**src/core/sfw_pkg.sv**
```systemverilog
// Constants and types shared by the sector FIFO write pointer files
package sfw_pkg;
    // Pointer geometry
    localparam int              PTR_W        = 14;
    localparam int              HIGH_LSB     = 8;
    localparam int              HIGH_W       = 6;
    localparam int              EMPTY_BIT    = 7;
    localparam int              RESERVED_BIT = 6;
    // Register byte addresses in the microcontroller data space
    localparam logic [15:0]     ADDR_WP_LOW  = 16'hf0eb;
    localparam logic [15:0]     ADDR_WP_HIGH = 16'hf0ec;
    localparam logic [15:0]     ADDR_CP_LOW  = 16'hf0ed;
    localparam logic [15:0]     ADDR_CP_HIGH = 16'hf0ee;
    // Reset values
    localparam logic [7:0]      REG_RESET    = 8'h00;
    localparam logic [PTR_W-1:0] PTR_RESET   = 14'h0000;
    localparam logic [PTR_W-1:0] PTR_ONE     = 14'h0001;
    localparam logic            EMPTY_RESET  = 1'b0;

    typedef logic [PTR_W-1:0] sfw_ptr_t;
endpackage

```
**src/core/sfw_ptr_if.sv**
```systemverilog
// Carrier between the register front end and the pointer core
`timescale 1ns/1ps
interface sfw_ptr_if;
    import sfw_pkg::*;
    logic     wr_en;
    logic     abort;
    logic     confirm;
    logic     clear;
    sfw_ptr_t cur_ptr;
    sfw_ptr_t com_ptr;

    modport core (
        input  wr_en,
        input  abort,
        input  confirm,
        input  clear,
        output cur_ptr,
        output com_ptr
    );
    modport ctrl (
        output wr_en,
        output abort,
        output confirm,
        output clear,
        input  cur_ptr,
        input  com_ptr
    );
endinterface

```
**src/core/sfw_current_write_pointer.sv**
```systemverilog
// Sector FIFO write pointer block with its read-only register window
`timescale 1ns/1ps
// Summary of operation
// - High register shows current pointer bits 13..8
// - Each word stored at current write pointer
// - Unconfirmed data stays hidden from read side
// - CRC error aborts written data, not confirmed
// - Abort reloads current pointer from committed copy
// - Empty flag in high register bit 7
// - Clear bit fully empties the FIFO
// - Register shows committed pointer low byte
// - Confirm copies current pointer into committed
// - Read side limited to committed pointer
// - Register shows current pointer low byte
module sfw_current_write_pointer #(
    parameter int DATA_W = 8
) (
    // Clock and reset
    input  wire logic              ref_clk_i,
    input  wire logic              srst_i,
    // Write side from the USB buffer manager
    input  wire logic              wr_valid_i,
    input  wire logic [DATA_W-1:0] wr_data_i,
    input  wire logic              confirm_i,
    input  wire logic              crc_abort_i,
    // Clear bit from the interface access register
    input  wire logic              fifo_clear_i,
    // Read side
    input  wire sfw_pkg::sfw_ptr_t rd_ptr_i,
    output logic                   fifo_empty_o,
    output sfw_pkg::sfw_ptr_t      rd_limit_o,
    // Sector FIFO memory write port
    output logic                   mem_we_o,
    output sfw_pkg::sfw_ptr_t      mem_addr_o,
    output logic [DATA_W-1:0]      mem_wdata_o,
    // Microcontroller data space reads
    input  wire logic [15:0]       xaddr_i,
    input  wire logic              xrd_i,
    output logic [7:0]             xrdata_o,
    output logic                   xrvalid_o
);
    import sfw_pkg::*;

    sfw_ptr_if pif ();

    sfw_ptr_core u_core (
        .ref_clk_i (ref_clk_i),
        .srst_i    (srst_i),
        .pif       (pif)
    );

    logic              wr_take;
    logic              mem_we_ff;
    sfw_ptr_t          mem_addr_ff;
    logic [DATA_W-1:0] mem_wdata_ff;
    logic              nxt_mem_we;
    sfw_ptr_t          nxt_mem_addr;
    logic [DATA_W-1:0] nxt_mem_wdata;
    logic              empty_ff;
    logic              nxt_empty;
    logic [7:0]        rdata_ff;
    logic [7:0]        nxt_rdata;
    logic              rvalid_ff;
    logic              nxt_rvalid;

    // An aborting or clearing cycle stores nothing
    assign wr_take     = wr_valid_i && !crc_abort_i && !fifo_clear_i;
    assign pif.wr_en   = wr_take;
    assign pif.abort   = crc_abort_i;
    assign pif.confirm = confirm_i;
    assign pif.clear   = fifo_clear_i;

    // Memory write port, one cycle behind the request
    always_comb
    begin
        nxt_mem_we    = wr_take;
        nxt_mem_addr  = pif.cur_ptr;
        nxt_mem_wdata = wr_data_i;
    end

    always_ff @(posedge ref_clk_i)
    begin
        if (srst_i)
        begin
            mem_we_ff    <= 1'b0;
            mem_addr_ff  <= PTR_RESET;
            mem_wdata_ff <= '0;
        end
        else
        begin
            mem_we_ff    <= nxt_mem_we;
            mem_addr_ff  <= nxt_mem_addr;
            mem_wdata_ff <= nxt_mem_wdata;
        end
    end

    // Empty looks only at committed data, so pending writes read as empty
    always_comb
    begin
        nxt_empty = (rd_ptr_i == pif.com_ptr);
    end

    always_ff @(posedge ref_clk_i)
    begin
        if (srst_i)
        begin
            empty_ff <= EMPTY_RESET;
        end
        else
        begin
            empty_ff <= nxt_empty;
        end
    end

    // Register read decode; unmapped addresses read zero
    always_comb
    begin
        nxt_rdata  = rdata_ff;
        nxt_rvalid = xrd_i;
        if (xrd_i)
        begin
            nxt_rdata = REG_RESET;
            if (xaddr_i == ADDR_WP_LOW)
            begin
                nxt_rdata = pif.cur_ptr[7:0];
            end
            else if (xaddr_i == ADDR_WP_HIGH)
            begin
                nxt_rdata[HIGH_W-1:0] = pif.cur_ptr[PTR_W-1:HIGH_LSB];
                nxt_rdata[EMPTY_BIT]  = empty_ff;
            end
            else if (xaddr_i == ADDR_CP_LOW)
            begin
                nxt_rdata = pif.com_ptr[7:0];
            end
            else if (xaddr_i == ADDR_CP_HIGH)
            begin
                nxt_rdata[HIGH_W-1:0] = pif.com_ptr[PTR_W-1:HIGH_LSB];
            end
        end
    end

    always_ff @(posedge ref_clk_i)
    begin
        if (srst_i)
        begin
            rdata_ff  <= REG_RESET;
            rvalid_ff <= 1'b0;
        end
        else
        begin
            rdata_ff  <= nxt_rdata;
            rvalid_ff <= nxt_rvalid;
        end
    end

    assign fifo_empty_o = empty_ff;
    assign rd_limit_o   = pif.com_ptr;
    assign mem_we_o     = mem_we_ff;
    assign mem_addr_o   = mem_addr_ff;
    assign mem_wdata_o  = mem_wdata_ff;
    assign xrdata_o     = rdata_ff;
    assign xrvalid_o    = rvalid_ff;
endmodule

```
**src/core/sfw_ptr_core.sv**
```systemverilog
// Current and committed write pointers of the sector FIFO
`timescale 1ns/1ps
module sfw_ptr_core (
    // Clock and reset
    input  wire logic ref_clk_i,
    input  wire logic srst_i,
    // Pointer control and state
    sfw_ptr_if.core   pif
);
    import sfw_pkg::*;

    sfw_ptr_t cur_ff;
    sfw_ptr_t com_ff;
    sfw_ptr_t nxt_cur;
    sfw_ptr_t nxt_com;

    // Clear beats abort, abort beats write and confirm
    always_comb
    begin
        nxt_cur = cur_ff;
        nxt_com = com_ff;
        if (pif.clear)
        begin
            nxt_cur = PTR_RESET;
            nxt_com = PTR_RESET;
        end
        else if (pif.abort)
        begin
            nxt_cur = com_ff;
        end
        else
        begin
            if (pif.wr_en)
            begin
                // Natural wrap from the top value back to zero
                nxt_cur = cur_ff + PTR_ONE;
            end
            if (pif.confirm)
            begin
                // A write in the confirming cycle is included
                nxt_com = nxt_cur;
            end
        end
    end

    always_ff @(posedge ref_clk_i)
    begin
        if (srst_i)
        begin
            cur_ff <= PTR_RESET;
            com_ff <= PTR_RESET;
        end
        else
        begin
            cur_ff <= nxt_cur;
            com_ff <= nxt_com;
        end
    end

    assign pif.cur_ptr = cur_ff;
    assign pif.com_ptr = com_ff;
endmodule

```
**config.mk**
```make
export PLATFORM = sky130hd
export DESIGN_NAME = sfw_current_write_pointer
export DESIGN_NICKNAME = d
export VERILOG_FILES = /design/src/core/sfw_pkg.sv /design/src/core/sfw_ptr_if.sv /design/src/core/sfw_current_write_pointer.sv /design/src/core/sfw_ptr_core.sv
export SDC_FILE = /design/constraint.sdc
export NUM_CORES = 1
export LEC_CHECK = 0
export BUFFER_PORTS_ARGS = -buffer_cell sky130_fd_sc_hd__buf_2
export CORE_ASPECT_RATIO = 1.2
export CORE_MARGIN = 10
export CORE_UTILIZATION = 49
export DETAILED_ROUTE_END_ITERATION = 16
export PLACE_DENSITY = 0.83
export SYNTH_ARGS = -nofsm -noshare
export SYNTH_HDL_FRONTEND = slang
export SYNTH_SLANG_ARGS = --single-unit
```
**constraint.sdc**
```tcl
create_clock -name ref_clk_i -period 1.8 [get_ports ref_clk_i]
set_input_delay 0.09 -clock ref_clk_i [delete_from_list [all_inputs] [get_ports ref_clk_i]]
set_output_delay 0.09 -clock ref_clk_i [all_outputs]
set_load 0.01 [all_outputs]
```
==> run metrics <==
status=finished clean; library cells used by synthesis=42; Ant. Diodes=0; synth top area cells=dfxtp_1, nor2b_1, xor2_1, o21ai_0, xnor2_1; Worst Path Arrival=1.91 ns; most frequent cells in the layout=buf_2, dfxtp_1, nor2b_1, o21ai_0, a21oi_1; Max Cap Violations=0; most common cell after layout, fill and taps aside=buf_2; footprint of the multi-input gates=1280 µm²; largest net degree at the start of global routing=29; Ports=92; cell taking the most area after synthesis=dfxtp_1; Rel. slew slack=between 20% and 30%; CP Class=reg -> reg; Final setup viols=0; Initial DRT Pass Iterations=4; Detailed Place HPWL=5.68 mm; clock tree sinks=61; Post-Syn Nets=312; final slew viol count=0; RR Endpoint=u_core.pif.com_ptr[13]; Post-synth EDFFs=0; instance count on the critical path=4; Post-CTS Setup Inserts=0; Yosys Warn Count=0; FF+latch area=1220 µm²; final WL=7.75 mm; total grt overflow=0; peak supply drop=slightly below 500 µV; Yosys reg bits=61; Initial Util=51.5%; startpoint types=flop; Max Clk Rate=0.605 GHz; vias per cell=around 5.6; Seq/Total Area, Yosys=47.3%; worst path cell trace=and4_1 > nand4_2 > or3_1 > a31oi_1; CP max stage cell=dfxtp_1; chip height=99.5 µm; total CTS buffers=9; Total Nets Final=411; global-route usage over all layers=~18%; CP max FO=8; Synth top area share=47.3%; Setup crit end kind=flop; drt wl/cell=between 15 and 20 µm; Filler Cells Inserted=400; CTS H-tree depth=3; layout cell share with drive strength beyond 1=33.0%; Leak=0.00153 µW; Final min period=1.65 ns; Tcrit/Tclk final=91.9%; Routed Antenna Nets=0; first-pass GRT wire length=12.2 mm; Reg2Reg Setup Slack=0.15 ns; initial drt markers=180; Final Skew=0.00817 ns; Core ar.=5010 µm²; Mapped Avg Cell Area=a little under 10 µm²; PwrDens=924 nW/µm²; RSZ-0062 raised after global routing=no; Setup TNS=0 ns; Die ar.=roughly 8600 µm²; # DRC=0; CP Launch Point=u_core.pif.cur_ptr[4]; asr flop ratio synth=0%; Placement Cell Area=slightly above 3000 µm²; crit path to=u_core.pif.com_ptr[13]; hold crit path type=in -> reg; R2R cell count=4; Critical Path Max Stage Delay=0.49 ns; port bufs=between 90 and 100; Area Overhead vs Synth=31.9%; top_reg_cell synth=dfxtp_1; Worst Path Buf+Inv=0; Hold WS=0.0371 ns; worst skew pair latency=0.34 ns; routability cong.=0.922; endpoints failing hold=0; initial antenna violation count=0; via count=2400; TritonCTS clock tree=yes; Clock Tree Buf Depth=2; Hold Path Stages=3; clk root buf=clkbuf_8; post-route cell area=3400 µm²; die width=86.2 µm; Slew @ Worst Pin=1.18 ns; vias in the first global route=2446; CTS clk-pin slew, worst paths=0.07 ns; Worst EP required=slightly above 2 ns; row cnt=28; synthesized area=2580 µm²; R2R Path Start=u_core.pif.cur_ptr[4]; Mapped Cells=266; delay-heaviest family, CP=simple AND/OR/NAND/NOR gates
registers in the layout, indices dropped and copies added, names as in the netlist:
signal and flops:
mem_addr_o 14, u_core.pif.com_ptr 14, u_core.pif.cur_ptr 14, mem_wdata_o 8
xrdata_o 8, fifo_empty_o 1, mem_we_o 1, xrvalid_o 1
routing by layer:
| metal | wire length, µm | vias to the layer above | track usage, % | part of all wire [%] |
|---|---|---|---|---|
| li1 | - | 1148 | - | - |
| met1 | 3050 | 1092 | 19.4 | 39 |
| met2 | 3610 | 140 | 28.7 | 47 |
| met3 | 841 | 20 | 6.20 | 11 |
| met4 | 247 | 0 | 10.9 | 3.2 |
| met5 | 0 | - | 0 | 0 |
layout make-up:
type | instances | share of cell area (%)
Multi-Input combinational cell | 186 | 37.6
Sequential cell | 61 | 35.9
Timing Repair Buffer | 104 | 16.8
Clock buffer | 13 | 5.26
Tap cell | 60 | 2.21
Clock inverter | 3 | 1.91
Inverter | 3 | 0.331
timing repair:
| item | 4_1_cts | 5_1_grt |
|---|---|---|
| hold buffers | 8 | 0 |
| endpoints found under the hold margin | 8 | 0 |
| gates resized for setup | 0 | 0 |
cells by family after synthesis:
logic type                 after synthesis  share of synthesized area (%)
and+or+nand+nor                         81                           20.3
AOI/OAI and AO/OA                       70                           16.7
DFF                                     61                           47.3
xor gates and xnor gates                25                           8.49
buffers and inverters                   19                           3.15
muxes                                    9                           3.49
adders and majority gates                1                          0.485
cell usage after synthesis (4+ instances only):
library cell  instances
mux2i_1               9
a31oi_1               4
nor2_1               13
clkbuf_1             12
nand3_1               4
a22o_1                7
xnor2_1              12
a22oi_1               6
nor2b_1              26
xor2_1               13
a21oi_1              16
dfxtp_1              61
o22ai_1               7
o21ai_0              22
nand2_1               8
a211oi_1              5
nand4_1               7
through the flow:
step	power [µW]	cells	worst slack, ns	utilization [%]
floorplan	1590	266	0.369	-
global placement	1700	406	0.278	61.4
detailed placement	1710	406	0.204	61.4
CTS	3150	430	0.164	67.9
global route	3230	430	0.0772	67.9
finish	3140	430	0.146	67.9
worst register-to-register path, cell delays in order, from the launching register on:
cell     delay, ns
dfxtp_1       0.49
and4_1        0.33
nand4_2       0.16
or3_1         0.40
a31oi_1       0.19
how the worst min path moves through the flow:
stage | from | end | slack, ns
5_1_grt | xrd_i | xrvalid_o | 0.05
6_report | xrd_i | xrdata_o[6] | 0.04
2_1_floorplan | srst_i | xrvalid_o | 0.17
3_5_place_dp | wr_data_i[4] | mem_wdata_o[4] | 0.31
4_1_cts | xrd_i | xrdata_o[6] | 0.03
3_3_place_gp | wr_data_i[6] | mem_wdata_o[6] | 0.30
power breakdown:
part           total (µW)  switching [µW]  internal [µW]
logic                 272             144            129
registers            1420            35.8           1390
clock network        1450             519            929
total                3140             698           2440
No activity file was read; power rests on OpenSTA's default activity.
